--- config.mk ---
export PLATFORM = sky130hd
export DESIGN_NAME = tdi_line_camera_control_video
export DESIGN_NICKNAME = d
export VERILOG_FILES = /design/src/hw/camera_pkg.sv /design/src/hw/tdi_line_camera_control_video.sv
export SDC_FILE = /design/constraint.sdc
export NUM_CORES = 1
export LEC_CHECK = 0
export BUFFER_PORTS_ARGS = -buffer_cell sky130_fd_sc_hd__buf_4
export CAP_MARGIN = 10
export CORE_UTILIZATION = 45
export DETAILED_ROUTE_END_ITERATION = 8
export GPL_ROUTABILITY_DRIVEN = 0
export GPL_TIMING_DRIVEN = 0
export SYNTH_ARGS = -nofsm -noshare
export SYNTH_HDL_FRONTEND = slang
export SYNTH_SLANG_ARGS = --single-unit
--- constraint.sdc ---
create_clock -name clk_sys_i -period 9.6 [get_ports clk_sys_i]
set_clock_uncertainty 0.1 [all_clocks]
set_input_delay 0 -clock clk_sys_i [delete_from_list [all_inputs] [get_ports clk_sys_i]]
set_output_delay 0 -clock clk_sys_i [all_outputs]
set_load 0.02 [all_outputs]
--- src/hw/camera_pkg.sv ---
`default_nettype none
package camera_pkg;

	// ------------------------------------------------------------
	// Timing
	// ------------------------------------------------------------
	localparam int CLK_HZ = 20_000_000;
	localparam int PIXEL_CLK_HZ = 25_000_000;
	localparam int MASTER_LINE_HZ = 23191;
	localparam int FRAMING_LINE_HZ = 23190;
	localparam int SYNC_MIN_HIGH_NS = 100;
	localparam int PIX_HALF_RAW = CLK_HZ / (2 * PIXEL_CLK_HZ);
	localparam int PIX_HALF_CYC = (PIX_HALF_RAW < 1) ? 1 : PIX_HALF_RAW;
	localparam int MASTER_LINE_CYC = CLK_HZ / MASTER_LINE_HZ;
	localparam int FRAMING_LINE_CYC = CLK_HZ / FRAMING_LINE_HZ;
	localparam int SYNC_MIN_CYC = (SYNC_MIN_HIGH_NS * (CLK_HZ / 1000) + 999_999) / 1_000_000;

	// ------------------------------------------------------------
	// Register map
	// ------------------------------------------------------------
	localparam logic [7:0] OFS_CTRL = 8'h00;
	localparam logic [7:0] OFS_STATUS = 8'h04;
	localparam logic [7:0] OFS_GAIN_BASE = 8'h10;
	localparam logic [7:0] OFS_OFFSET_BASE = 8'h20;
	localparam logic [7:0] OFS_NV_GAIN_BASE = 8'h30;
	localparam logic [7:0] OFS_NV_OFFSET_BASE = 8'h40;
	localparam int CTRL_NV_WRITE_BIT = 0;
	localparam int STATUS_SLAVE_BIT = 0;
	localparam int STATUS_FRAMING_BIT = 1;
	localparam int STATUS_STAGE_POS = 8;

	// ------------------------------------------------------------
	// Typical values, stage counts and gain scale
	// ------------------------------------------------------------
	localparam logic [9:0] GAIN_TYP = 10'h190;
	localparam logic [9:0] OFFSET_TYP = 10'h040;
	localparam logic [6:0] STAGES_96 = 7'h60;
	localparam logic [6:0] STAGES_64 = 7'h40;
	localparam logic [6:0] STAGES_48 = 7'h30;
	localparam logic [6:0] STAGES_32 = 7'h20;
	localparam logic [6:0] STAGES_16 = 7'h10;
	localparam int GAIN_SHIFT = 8;

	// ------------------------------------------------------------
	// Types
	// ------------------------------------------------------------
	typedef struct packed {
		logic [7:0] video_lane_4;
		logic [7:0] video_lane_3;
		logic [7:0] video_lane_2;
		logic [7:0] video_lane_1;
	} pixel_t;

	typedef enum logic {
		MODE_MASTER = 1'b0,
		MODE_SLAVE = 1'b1
	} mode_t;

endpackage
`default_nettype wire

--- src/hw/tdi_line_camera_control_video.sv ---
// The APB interface to the registers and the register addresses were chosen for this implementation.
`default_nettype none
module tdi_line_camera_control_video #(
	parameter int LINE_PIXELS = 512,
	parameter bit WIDE_STAGE_SET = 1'b0
) (
	// Clock, reset, enable
	input wire logic clk_sys_i,
	input wire logic resetn_i,
	input wire logic ce_i,
	// APB slave
	input wire logic psel_i,
	input wire logic penable_i,
	input wire logic pwrite_i,
	input wire logic [7:0] paddr_i,
	input wire logic [31:0] pwdata_i,
	output logic [31:0] prdata_o,
	output logic pready_o,
	output logic pslverr_o,
	// Saved store erase to typical values
	input wire logic nv_erase_i,
	// Control pins
	input wire logic line_sync_in_i,
	input wire logic framing_sel_n_i,
	input wire logic stage_count_sel_lo_i,
	input wire logic stage_count_sel_hi_i,
	// Sensor pixel stream
	input wire logic sensor_valid_i,
	input wire camera_pkg::pixel_t sensor_data_i,
	output logic sensor_ready_o,
	// Video output
	output camera_pkg::pixel_t video_o,
	output logic pixel_clk_o,
	output logic line_valid_o,
	input wire logic rx_ready_i,
	// Status
	output logic [6:0] stage_count_o,
	output logic framing_o,
	output logic slave_mode_o
);

	initial begin
		if (LINE_PIXELS < 1 || LINE_PIXELS > 1023) begin
			$error("LINE_PIXELS out of range");
		end
	end

	// ------------------------------------------------------------
	// Pin synchronisers
	// ------------------------------------------------------------
	logic [3:0] pins_in;
	logic [3:0] s1_reg, s2_reg, s3_reg, pin_reg;
	logic [3:0] pin_next;
	assign pins_in = {stage_count_sel_hi_i, stage_count_sel_lo_i, framing_sel_n_i, line_sync_in_i};

	always_comb begin
		for (int i = 0; i < 4; i++) begin
			pin_next[i] = (s2_reg[i] == s3_reg[i]) ? s3_reg[i] : pin_reg[i];
		end
	end

	always_ff @(posedge clk_sys_i) begin
		if (!resetn_i) begin
			s1_reg <= 4'he;
			s2_reg <= 4'he;
			s3_reg <= 4'he;
			pin_reg <= 4'he;
		end else if (ce_i) begin
			s1_reg <= pins_in;
			s2_reg <= s1_reg;
			s3_reg <= s2_reg;
			pin_reg <= pin_next;
		end
	end

	// ------------------------------------------------------------
	// Line timing and mode
	// ------------------------------------------------------------
	camera_pkg::mode_t mode_reg, mode_next;
	logic sync_d_reg, sync_d_next;
	logic [3:0] high_cnt_reg, high_cnt_next;
	logic sync_armed_reg, sync_armed_next;
	logic [9:0] line_cnt_reg, line_cnt_next;
	logic [9:0] words_left_reg, words_left_next;
	logic framing_reg, framing_next;
	logic [6:0] stage_reg, stage_next;
	logic line_start;
	logic pop;

	always_comb begin
		mode_next = mode_reg;
		sync_d_next = pin_reg[0];
		high_cnt_next = high_cnt_reg;
		sync_armed_next = sync_armed_reg;
		line_cnt_next = line_cnt_reg + 10'h001;
		line_start = 1'b0;
		// Qualify the sync high time before starting a line
		if (pin_reg[0] && !sync_d_reg) begin
			high_cnt_next = 4'h1;
			sync_armed_next = 1'b1;
		end else if (pin_reg[0] && sync_armed_reg) begin
			if (high_cnt_reg >= 4'(camera_pkg::SYNC_MIN_CYC - 1)) begin
				sync_armed_next = 1'b0;
				line_start = 1'b1;
				mode_next = camera_pkg::MODE_SLAVE;
				line_cnt_next = 10'h000;
			end else begin
				high_cnt_next = high_cnt_reg + 4'h1;
			end
		end else if (!pin_reg[0]) begin
			sync_armed_next = 1'b0;
		end
		framing_next = (mode_next == camera_pkg::MODE_MASTER) && !pin_reg[1];
		if (mode_reg == camera_pkg::MODE_MASTER && !line_start) begin
			if (framing_reg && line_cnt_reg >= 10'(camera_pkg::FRAMING_LINE_CYC - 1)) begin
				line_start = 1'b1;
				line_cnt_next = 10'h000;
			end else if (line_cnt_reg >= 10'(camera_pkg::MASTER_LINE_CYC - 1)) begin
				line_start = 1'b1;
				line_cnt_next = 10'h000;
			end
		end
		if (line_cnt_reg == 10'h3ff) begin
			line_cnt_next = line_cnt_reg;
		end
		words_left_next = words_left_reg;
		if (line_start) begin
			words_left_next = 10'(LINE_PIXELS);
		end else if (pop) begin
			words_left_next = words_left_reg - 10'h001;
		end
		case ({pin_reg[3], pin_reg[2]})
			2'b11: stage_next = camera_pkg::STAGES_96;
			2'b10: stage_next = camera_pkg::STAGES_64;
			2'b01: stage_next = WIDE_STAGE_SET ? camera_pkg::STAGES_32 : camera_pkg::STAGES_48;
			default: stage_next = WIDE_STAGE_SET ? camera_pkg::STAGES_16 : camera_pkg::STAGES_32;
		endcase
	end

	always_ff @(posedge clk_sys_i) begin
		if (!resetn_i) begin
			mode_reg <= camera_pkg::MODE_MASTER;
			sync_d_reg <= 1'b0;
			high_cnt_reg <= 4'h0;
			sync_armed_reg <= 1'b0;
			line_cnt_reg <= 10'h000;
			words_left_reg <= 10'h000;
			framing_reg <= 1'b0;
			stage_reg <= camera_pkg::STAGES_96;
		end else if (ce_i) begin
			mode_reg <= mode_next;
			sync_d_reg <= sync_d_next;
			high_cnt_reg <= high_cnt_next;
			sync_armed_reg <= sync_armed_next;
			line_cnt_reg <= line_cnt_next;
			words_left_reg <= words_left_next;
			framing_reg <= framing_next;
			stage_reg <= stage_next;
		end
	end

	// ------------------------------------------------------------
	// Gain and offset stores
	// ------------------------------------------------------------
	logic [9:0] gain_reg [4], gain_next [4];
	logic [9:0] offs_reg [4], offs_next [4];
	logic [9:0] nv_gain_reg [4], nv_gain_next [4];
	logic [9:0] nv_offs_reg [4], nv_offs_next [4];
	logic wr_en;
	logic [1:0] widx;
	assign wr_en = psel_i && penable_i && pready_o && pwrite_i;
	assign widx = paddr_i[3:2];

	always_comb begin
		for (int i = 0; i < 4; i++) begin
			gain_next[i] = gain_reg[i];
			offs_next[i] = offs_reg[i];
			nv_gain_next[i] = nv_gain_reg[i];
			nv_offs_next[i] = nv_offs_reg[i];
			if (nv_erase_i) begin
				nv_gain_next[i] = camera_pkg::GAIN_TYP;
				nv_offs_next[i] = camera_pkg::OFFSET_TYP;
			end else if (wr_en && paddr_i == camera_pkg::OFS_CTRL
					&& pwdata_i[camera_pkg::CTRL_NV_WRITE_BIT]) begin
				nv_gain_next[i] = gain_reg[i];
				nv_offs_next[i] = offs_reg[i];
			end
		end
		if (wr_en && paddr_i[7:4] == camera_pkg::OFS_GAIN_BASE[7:4] && paddr_i[1:0] == 2'h0) begin
			gain_next[widx] = pwdata_i[9:0];
		end
		if (wr_en && paddr_i[7:4] == camera_pkg::OFS_OFFSET_BASE[7:4] && paddr_i[1:0] == 2'h0) begin
			offs_next[widx] = pwdata_i[9:0];
		end
	end

	always_ff @(posedge clk_sys_i) begin
		if (!resetn_i) begin
			for (int i = 0; i < 4; i++) begin
				gain_reg[i] <= nv_gain_reg[i];
				offs_reg[i] <= nv_offs_reg[i];
			end
		end else if (ce_i) begin
			gain_reg <= gain_next;
			offs_reg <= offs_next;
		end
	end

	always_ff @(posedge clk_sys_i) begin
		if (ce_i) begin
			nv_gain_reg <= nv_gain_next;
			nv_offs_reg <= nv_offs_next;
		end
	end

	// ------------------------------------------------------------
	// Pixel correction and two-entry buffer
	// ------------------------------------------------------------
	camera_pkg::pixel_t corr;
	camera_pkg::pixel_t buf_reg [2], buf_next [2];
	logic [1:0] cnt_reg, cnt_next;
	logic wr_ptr_reg, wr_ptr_next, rd_ptr_reg, rd_ptr_next;
	logic push;
	logic [10:0] lane_sum [4];
	logic [31:0] in_word, out_word;

	assign in_word = sensor_data_i;
	always_comb begin
		out_word = 32'h0000_0000;
		for (int i = 0; i < 4; i++) begin
			lane_sum[i] = 11'((18'(in_word[8*i +: 8]) * 18'(gain_reg[i])) >> camera_pkg::GAIN_SHIFT)
				+ 11'(offs_reg[i]);
			out_word[8*i +: 8] = (lane_sum[i] > 11'h0ff) ? 8'hff : lane_sum[i][7:0];
		end
		corr = out_word;
	end

	assign push = sensor_valid_i && sensor_ready_o;

	always_comb begin
		buf_next = buf_reg;
		wr_ptr_next = wr_ptr_reg;
		rd_ptr_next = rd_ptr_reg;
		cnt_next = cnt_reg;
		if (push) begin
			buf_next[wr_ptr_reg] = corr;
			wr_ptr_next = !wr_ptr_reg;
		end
		if (pop) begin
			rd_ptr_next = !rd_ptr_reg;
		end
		cnt_next = cnt_reg + 2'(push) - 2'(pop);
	end

	always_ff @(posedge clk_sys_i) begin
		if (!resetn_i) begin
			buf_reg[0] <= '0;
			buf_reg[1] <= '0;
			wr_ptr_reg <= 1'b0;
			rd_ptr_reg <= 1'b0;
			cnt_reg <= 2'h0;
			sensor_ready_o <= 1'b0;
		end else if (ce_i) begin
			buf_reg <= buf_next;
			wr_ptr_reg <= wr_ptr_next;
			rd_ptr_reg <= rd_ptr_next;
			cnt_reg <= cnt_next;
			sensor_ready_o <= (cnt_next < 2'h2) && !(cnt_next == 2'h1 && sensor_ready_o && push);
		end
	end

	// ------------------------------------------------------------
	// Video output
	// ------------------------------------------------------------
	logic pclk_next;
	logic [3:0] pdiv_reg, pdiv_next;
	logic line_valid_next;
	camera_pkg::pixel_t video_next;

	always_comb begin
		pdiv_next = pdiv_reg + 4'h1;
		pclk_next = pixel_clk_o;
		if (pdiv_reg >= 4'(camera_pkg::PIX_HALF_CYC - 1)) begin
			pdiv_next = 4'h0;
			pclk_next = !pixel_clk_o;
		end
		// New word only as the pixel clock falls, so it is stable at the next rise
		pop = pixel_clk_o && pclk_next == 1'b0 && words_left_reg != 10'h000
			&& cnt_reg != 2'h0 && rx_ready_i;
		line_valid_next = line_valid_o;
		video_next = video_o;
		if (pixel_clk_o && !pclk_next) begin
			line_valid_next = pop;
			video_next = pop ? buf_reg[rd_ptr_reg] : '0;
		end
	end

	always_ff @(posedge clk_sys_i) begin
		if (!resetn_i) begin
			pdiv_reg <= 4'h0;
			pixel_clk_o <= 1'b0;
			line_valid_o <= 1'b0;
			video_o <= '0;
			stage_count_o <= camera_pkg::STAGES_96;
			framing_o <= 1'b0;
			slave_mode_o <= 1'b0;
		end else if (ce_i) begin
			pdiv_reg <= pdiv_next;
			pixel_clk_o <= pclk_next;
			line_valid_o <= line_valid_next;
			video_o <= video_next;
			stage_count_o <= stage_reg;
			framing_o <= framing_next;
			slave_mode_o <= (mode_next == camera_pkg::MODE_SLAVE);
		end
	end

	// ------------------------------------------------------------
	// APB read path
	// ------------------------------------------------------------
	logic [31:0] rd_next;
	logic err_next;

	always_comb begin
		rd_next = 32'h0000_0000;
		err_next = 1'b0;
		if (paddr_i[1:0] != 2'h0) begin
			err_next = 1'b1;
		end else if (paddr_i == camera_pkg::OFS_CTRL) begin
			rd_next = 32'h0000_0000;
		end else if (paddr_i == camera_pkg::OFS_STATUS) begin
			rd_next[camera_pkg::STATUS_SLAVE_BIT] = (mode_reg == camera_pkg::MODE_SLAVE);
			rd_next[camera_pkg::STATUS_FRAMING_BIT] = framing_reg;
			rd_next[camera_pkg::STATUS_STAGE_POS +: 7] = stage_reg;
		end else if (paddr_i[7:4] == camera_pkg::OFS_GAIN_BASE[7:4]) begin
			rd_next[9:0] = gain_reg[widx];
		end else if (paddr_i[7:4] == camera_pkg::OFS_OFFSET_BASE[7:4]) begin
			rd_next[9:0] = offs_reg[widx];
		end else if (paddr_i[7:4] == camera_pkg::OFS_NV_GAIN_BASE[7:4]) begin
			rd_next[9:0] = nv_gain_reg[widx];
		end else if (paddr_i[7:4] == camera_pkg::OFS_NV_OFFSET_BASE[7:4]) begin
			rd_next[9:0] = nv_offs_reg[widx];
		end else begin
			err_next = 1'b1;
		end
		if (pwrite_i && (paddr_i == camera_pkg::OFS_STATUS
				|| paddr_i[7:4] == camera_pkg::OFS_NV_GAIN_BASE[7:4]
				|| paddr_i[7:4] == camera_pkg::OFS_NV_OFFSET_BASE[7:4])) begin
			err_next = 1'b1;
		end
	end

	always_ff @(posedge clk_sys_i) begin
		if (!resetn_i) begin
			prdata_o <= 32'h0000_0000;
			pready_o <= 1'b0;
			pslverr_o <= 1'b0;
		end else if (ce_i) begin
			pready_o <= psel_i && !penable_i;
			pslverr_o <= psel_i && !penable_i && err_next;
			prdata_o <= (psel_i && !penable_i && !pwrite_i) ? rd_next : 32'h0000_0000;
		end
	end

endmodule
`default_nettype wire

[After elaboration in Yosys (flattened, before gate mapping)]
Index checks and enable logic that the tools add are counted.
Cells by class
  magnitude comparators: 13
  multiplexer cells: 87
  $mul: 4
  add/subtract/negate cells: 10
  equal/unequal tests: 20
  bitwise logic cells: 7
  reduce and logical (&&, ||, !) cells: 63
Operator list (number)
  $mux 10: 29
  $mux 40: 6
  $mux 32: 5
  $bmux 10 s2: 4
  $bwmux 40: 2
  $mul 8x10->18: 4
  $bwmux 64: 1
  $mux 15: 3
  $add 10x10->11: 4
  $gt 11x8->1 const B: 4
  $demux 32 s1: 1
  $mux 8: 4
  $logic_and 1x1->1: 29
  $reduce_and 2->1: 12
  $mux 1: 22
  $pmux 7 s3: 1
  $demux 10 s2: 1
  $mux 4: 4
  $add 10x1->10 const B: 1
  $eq 10x10->1 const B: 1
  $ge 10x10->1 const B: 1
  $logic_not 1->1: 10
  $reduce_bool 10->1: 1
  $reduce_bool 2->1: 5
  other kinds (31): 49
Word-level totals
  output and inout port bits: 78
  flip-flop bits (word level): 359
  input bits: 85

[Logic depth before layout (Yosys ltp)]
Gate-level depths: netlist of the first run.
  word-level depth: 13
  depth in mapped cells: 27
  gate-level depth less buffers: 26

[Least setup slack after synthesis of the first run]
OpenSTA, ideal clock, no wires.
  kind: register -> register
  start: register gain_reg[23] (netlist bit)
  end: register buf_reg[10] (netlist bit)
  stages on the path, launching flop included: 24
  buffers on the path: 1
  setup slack: 3.078 ns
  arrival: 6.302 ns
  setup time: 0.120 ns
  clock period less this slack: 6.522 ns
  path through: edfxtp_1 and2_1 fa_1 fa_1 inv_1 fa_1 inv_1 fa_1 ha_1 o21a_1 o21a_1 a211o_1 a2111oi_0 o31ai_1 nor4_1 nor3_1 xnor2_1 ha_1 or4_1 nor2_1 or4b_1 and3_1 clkbuf_1 a211o_1
Between the ends
  longest elaborated chain between the ends: 5
Ends and longest elaborated chain
  start, declared: RTL line tdi_line_camera_control_video.sv:165  | logic [9:0] gain_reg [4], gain_next [4];
  start signal, assigned by index: RTL line tdi_line_camera_control_video.sv:200  | gain_reg[i] <= nv_gain_reg[i];
  start signal, assigned: RTL line tdi_line_camera_control_video.sv:204  | gain_reg <= gain_next;
  $mul 8x10->18 *: RTL line tdi_line_camera_control_video.sv:231  | lane_sum[i] = 11'((18'(in_word[8*i +: 8]) * 18'(gain_reg[i])) >> camera_pkg::GAIN_SHIFT)
  $add 10x10->11 *: RTL line tdi_line_camera_control_video.sv:232  | + 11'(offs_reg[i]);
  $gt 11x8->1: RTL line tdi_line_camera_control_video.sv:233  | out_word[8*i +: 8] = (lane_sum[i] > 11'h0ff) ? 8'hff : lane_sum[i][7:0];
  $mux 8 *: RTL line tdi_line_camera_control_video.sv:233
  $bwmux 64 *: RTL line tdi_line_camera_control_video.sv:246  | buf_next[wr_ptr_reg] = corr;
  end signal, assigned: RTL line tdi_line_camera_control_video.sv:264  | buf_reg <= buf_next;
  end, declared: RTL line tdi_line_camera_control_video.sv:220  | camera_pkg::pixel_t buf_reg [2], buf_next [2];
Every way passes the cells marked *; elsewhere a longest branch is shown, timed or not.
A chain may end at the register's enable or synchronous reset.

[Worst setup path after layout of the first run]
  start: register gain_reg[23] (netlist bit)
  end: register buf_reg[9] (netlist bit)
Same word-level chain as after synthesis.

==> impl_metrics.json, run 1 <==
{
  "status": "completed",
  "cp_max_fo": 10,
  "grt_pass1_vias": 19500,
  "slowest_delay_ns": 0.60,
  "first_iter_violations": 1645,
  "crit_path_end_kind": "flip-flop",
  "critPathRequiredTime_ns": 9.91,
  "synth_edf_count": 160,
  "first_pass_iters": 8,
  "rows": 85,
  "start_kind": "flip-flop",
  "crit_type": "flip-flop to flip-flop",
  "cts_setup_buffers": 0,
  "areaGrowthSynthToFinish_pct": 12.8,
  "ys.flop_type": "dfxtp_1",
  "synth_xor_area_share_pct": 2.51,
  "drt_wl_total_um": 69100,
  "clock_path_buffers": 3,
  "synth_fa_ha_area_share_pct": 25.1,
  "start_util_pct": 45.8,
  "core_area_mm2": 0.0540,
  "setup_viol": 0,
  "nets": 3171,
  "overflow": 0,
  "drc": 0,
  "avgRoutedWirePerCell_um": 20.2,
  "io_pins": 163,
  "cpLargestDelayFamily": "adder cells",
  "synth_top_area_cell": "edfxtp_1",
  "netlist_area_mm2": 0.0247,
  "worst_pin_slew_ns": 1.32,
  "clock_latency_ns": 0.55,
  "synth-simple-area-share_pct": 16.5,
  "synthTopCellsByArea": "edfxtp_1, fa_1, dfxtp_1, ha_1, and2_1",
  "slew_headroom_pct": 12.2,
  "p_per_area_mw_per_mm2": 218,
  "cts_tree": "built",
  "synth_top_family_by_area": "adder cells",
  "dp.cells": 3338,
  "period_needed_ns": 7.66,
  "root_buffer": "clkbuf_16",
  "cp_num_buf_inv": 3,
  "crit_top_cell": "fa_1",
  "tns_ns": 0,
  "die_h_um": 236,
  "synth_top_area_share_pct": 19.4,
  "period_share_pct": 79.8,
  "vias": 19000,
  "hold_path.class": "primary input to flip-flop",
  "fill_cells": 4971,
  "fin_cells": 3427,
  "grt_start_max_net_pins": 26,
  "vdd_drop_max_mv": 0.171,
  "ys_warn_count": 0,
  "gr-usage-all-layers_pct": 25.2,
  "holdBufCountCts": 23,
  "syn-instance-count": 2513,
  "p_leak_nw": 12.3,
  "clkTransAtPathRegs_ns": 0.06,
  "ys_types": 69,
  "fmax_mhz": 130,
  "synthArstFlopShare_pct": 0,
  "io_buffers": 104,
  "ys_seq_area_share_pct": 33.0,
  "die_w_um": 236,
  "largest_reg_flops": 64,
  "worstPathCellList": "and2_1 -> fa_1 -> fa_1 -> inv_1 -> fa_1 -> inv_1 -> fa_1 -> ha_1 -> nor3_1 -> o21ai_0 -> a211o_1 -> a2111oi_0 -> o31ai_1 -> nor4_1 -> nor3_1 -> xnor2_1 -> ha_1 -> or4_1 -> nor2_1 -> or4b_1 -> and3_1 -> clkbuf_1 -> a221o_1",
  "critPathArrivalTime_ns": 7.97,
  "rsz0062_at_grt": "false",
  "grt_pass1_wl_um": 109000,
  "antenna_found_initial": 1,
  "slew_violations": 0,
  "htree_num_levels": 2,
  "finalHoldViolations": 0,
  "synth_compound_area_share_pct": 10.1,
  "cts_resized": 0,
  "vias_per_cell": 5.53,
  "cpMaxStageDelayCell": "or4_1",
  "cts_buffers": 36,
  "layout_commonest_cell": "inv_1",
  "final_cell_mix": "inv_1, and2_1, nand2_1, fa_1, ha_1",
  "cts_sinks": 328,
  "synth.avg_cell_area_um2": 9.84,
  "ant_nets": 0,
  "die-area_mm2": 0.0559,
  "drive_gt1_share_pct": 9.49,
  "synth_seq_cells": 328,
  "hpwl_um": 54200,
  "synth_mux_area_share_pct": 5.79,
  "cap_violations": 0
}
area by class of cell:
class	count	area, um2	share of cell area [%]
diodes	1	2.50	0.00897
plain buffers	112	526	1.88
clock buffers	51	1030	3.70
clock inverters	12	71.3	0.256
inverters	321	1200	4.32
multi-input cells	1774	14900	53.5
flip-flops and latches	328	8170	29.3
well taps	696	871	3.12
repair buffers	132	1090	3.92
per-stage QoR:
stage                     setup WS, ns  total power, mW  hold WS, ns  utilization, %  cell area (um2)
final                             1.94             6.08       0.0478            51.6            27900
after global routing              1.48             6.54       0.0454            51.6            27900
after detailed placement          1.89             4.79        0.131            49.1            26500
after CTS                         1.85             6.14     0.000775            51.6            27900
after global placement            2.00             4.72        0.130            49.0            26500
after floorplan                   3.08             3.84       0.0284               -            24800
power by group:
group / internal (mW) / switching (mW) / total, mW
clock network: 0.753 / 0.574 / 1.33
logic: 1.26 / 1.90 / 3.16
registers: 1.53 / 0.0656 / 1.59
per-layer routing:
metal | up-vias | routed length (um) | track usage [%]
met5 | - | 0 | 0
met4 | 0 | 3040 | 11.0
met3 | 128 | 4740 | 4.21
met2 | 664 | 32600 | 41.8
met1 | 9441 | 28700 | 32.4
li1 | 8735 | - | -
path summary, 6_finish.rpt:
check,start,slack (ns),endpoint,cells after the start
hold reg to reg,line_valid_o,0.35,line_valid_o,2
setup reg to reg,gain_reg[23],1.94,buf_reg[9],23
setup / recovery,gain_reg[23],1.94,buf_reg[9],23
hold / removal,paddr_i[1],0.05,prdata_o[13],6
worst reg2reg max path, stage by stage, from the launching register on:
cell and delay, ns:
edfxtp_1 0.57, and2_1 0.24, fa_1 0.46, fa_1 0.49, inv_1 0.05, fa_1 0.53, inv_1 0.05, fa_1 0.45
ha_1 0.23, nor3_1 0.15, o21ai_0 0.18, a211o_1 0.35, a2111oi_0 0.57, o31ai_1 0.26, nor4_1 0.22, nor3_1 0.11
xnor2_1 0.32, ha_1 0.30, or4_1 0.60, nor2_1 0.13, or4b_1 0.49, and3_1 0.20, clkbuf_1 0.20, a221o_1 0.31
synth_stat cells, types with 3 or more instances:
| cell | n |
|---|---|
| a22o_1 | 10 |
| o21ai_0 | 171 |
| nand3b_1 | 3 |
| o21bai_1 | 5 |
| nor2b_1 | 75 |
| mux2i_1 | 52 |
| a21oi_1 | 90 |
| mux4_2 | 40 |
| nor4b_1 | 3 |
| a211o_1 | 10 |
| a221oi_1 | 4 |
| a31oi_1 | 28 |
| a221o_1 | 5 |
| dfxtp_1 | 168 |
| clkbuf_1 | 77 |
| edfxtp_1 | 160 |
| nor4_1 | 8 |
| o41a_1 | 3 |
| xnor2_1 | 44 |
| inv_1 | 320 |
| nand2b_1 | 6 |
| nand4_1 | 6 |
| or4_1 | 4 |
| nand2_1 | 201 |
| a21o_1 | 16 |
| buf_1 | 7 |
| nand4b_1 | 4 |
| buf_4 | 23 |
| o211ai_1 | 4 |
| fa_1 | 192 |
| xor2_1 | 27 |
| and2_1 | 243 |
| o21a_1 | 16 |
| and3_1 | 11 |
| ha_1 | 189 |
| nor2_1 | 144 |
| a41oi_1 | 4 |
| nor3_1 | 27 |
| nand3_1 | 24 |
| a22oi_1 | 26 |
| or2_2 | 24 |
cells by family after synthesis:
logic type	Yosys count
and+or+nand+nor	792
buffers and inverters	433
AOI/OAI and AO/OA	414
adders and majority gates	381
DFF	328
muxes	93
xor gates and xnor gates	71
other	1
(Power assumes the default switching activity.)
==> inputs of run 2 (changes only) <==
==> constraint.sdc (replaced) <==
create_clock -name clk_sys_i -period 6.2 [get_ports clk_sys_i]
set_clock_uncertainty 0.1 [all_clocks]
set_input_delay 0 -clock clk_sys_i [delete_from_list [all_inputs] [get_ports clk_sys_i]]
set_output_delay 0 -clock clk_sys_i [all_outputs]
set_load 0.02 [all_outputs]
==> run 2 against run 1 <==
Effect of this change: the flow now finishes with violations (setup timing); final cell count grew 2.8%; final area grew 6.4%; via count grew 3.2%; non-clock buffer count grew 92; count of clock-buffer cells in the layout grew 2; critical path depth shrank 1; core utilization grew 3.3 points; maximum frequency grew 16%; critical endpoint is now buf_reg[12]; sequential power grew 54%; routed wire length grew 4.0%; power grew 79%; register-to-register slack lost 2.4 ns.
==> impl_metrics.json, run 2 (synthesis gave the netlist of run 1 again) <==
{
  "status": "finished, violations left",
  "violations": "setup timing",
  "vdd_drop_max_mv": 0.284,
  "grt_pass1_wl_um": 112000,
  "root_buffer": "clkbuf_16",
  "slew_violations": 0,
  "drive_gt1_share_pct": 17.5,
  "period_share_pct": 107,
  "cts_sinks": 328,
  "clkTransAtPathRegs_ns": 0.06,
  "cts_tree": "built",
  "finalPower_mw": 10.9,
  "core_area_mm2": 0.0540,
  "tns_ns": -5.54,
  "start_util_pct": 45.8,
  "p_leak_nw": 13.0,
  "critPathArrivalTime_ns": 6.95,
  "grt_start_max_net_pins": 32,
  "place_ws_ns": -1.02,
  "layout_commonest_cell": "inv_1",
  "vias": 19600,
  "areaGrowthSynthToFinish_pct": 20.0,
  "overflow": 0,
  "fmax_mhz": 151,
  "htree_num_levels": 2,
  "cts_buffers": 37,
  "setup_viol": 26,
  "finish.utilization_pct": 54.9,
  "first_iter_violations": 1630,
  "hpwl_um": 53700,
  "crit_type": "flip-flop to flip-flop",
  "largest_reg_flops": 64,
  "first_pass_iters": 5,
  "die-area_mm2": 0.0559,
  "whs_ns": 0.0803,
  "period_needed_ns": 6.63,
  "slew_headroom_pct": 16.7,
  "drt_wl_total_um": 71900,
  "clock_latency_ns": 0.55,
  "drc": 0,
  "die_h_um": 236,
  "crit_path_end_kind": "flip-flop",
  "fin_area_mm2": 0.0297,
  "die_w_um": 236,
  "finalHoldViolations": 0,
  "avgRoutedWirePerCell_um": 20.4,
  "layout_setup_ws_ns": -0.427,
  "cap_violations": 0,
  "cp_max_fo": 6,
  "io_buffers": 104,
  "vias_per_cell": 5.56,
  "antenna_found_initial": 2,
  "critPathRequiredTime_ns": 6.52,
  "start_kind": "flip-flop",
  "clock_path_buffers": 3,
  "rsz0062_at_grt": "true",
  "nets": 3264,
  "fin_cells": 3523,
  "p_per_area_mw_per_mm2": 366,
  "final_cell_mix": "inv_1, and2_1, buf_4, nand2_1, fa_1",
  "dp.cells": 3337,
  "rows": 85,
  "gr-usage-all-layers_pct": 25.9,
  "io_pins": 163,
  "worst_pin_slew_ns": 1.25,
  "grt_pass1_vias": 19900,
  "placed_area_mm2": 0.0266,
  "ant_nets": 0,
  "hold_path.class": "primary input to flip-flop"
}
run 2: cell types whose count changed in the layout (fill, tap and decap cells not counted), moves of 12 or more:
cell and delta:
o21ai_0 -16, ha_4 +16, buf_4 +74, a21oi_1 -20, and2_1 -14, ha_1 -20, o21ai_1 +12, buf_6 +19
and2_4 +15, a21oi_2 +19
run 2: layer usage:
metal | GRT usage (%) | wire length (um) | vias to the layer above
met3 | 4.39 | 5260 | 128
met4 | 8.40 | 2520 | 2
li1 | - | - | 8943
met1 | 34.3 | 30000 | 9813
met2 | 43.2 | 34100 | 690
met5 | 0 | 11 | -
run 2: final timing paths:
path	from	end	slack (ns)	cells after the start
worst max-delay path	gain_reg[23]	buf_reg[12]	-0.43	22
worst min register to register	video_o[15]	video_o[15]	0.36	2
worst max register to register	gain_reg[23]	buf_reg[12]	-0.43	22
worst min-delay path	paddr_i[4]	prdata_o[14]	0.08	6
run 2: layout make-up:
type,instances,area (um2)
Fill cell,4747,24300
Multi-Input combinational cell,1774,15800
Sequential cell,328,8170
Timing Repair Buffer,227,1880
Inverter,321,1200
Clock buffer,53,1110
Tap cell,696,871
Buffer,109,518
Clock inverter,14,156
Antenna cell,1,2.50
run 2: what timing repair did:
action | in CTS | in global routing
resized for setup | 107 | 88
pin swaps | 65 | 34
endpoints found under the setup margin | 64 | 64
setup buffers | 83 | 11
cloned | 0 | 1
hold buffers | 24 | 0
endpoints found under the hold margin | 108 | 0
run 2: where the power goes:
part / switching [mW] / internal [mW] / leakage [nW]
logic: 3.48 / 2.65 / 9.47
registers: 0.0847 / 2.36 / 2.90
clock network: 0.939 / 1.35 / 0.627
total: 4.50 / 6.36 / 13.0
run 2: critical path: stages (launching register included):
cell and delay [ns]:
edfxtp_1 0.46, and2_4 0.18, fa_2 0.39, fa_1 0.50, inv_2 0.04, fa_1 0.53
inv_1 0.05, fa_1 0.53, ha_4 0.21, o21a_1 0.11, o21a_1 0.18, a211o_1 0.31
a2111oi_4 0.41, nor2_1 0.16, a21o_1 0.27, xor2_4 0.27, ha_4 0.25, or2_2 0.29
a21oi_1 0.19, a21oi_2 0.06, or4b_4 0.51, and3_4 0.22, a211o_1 0.27
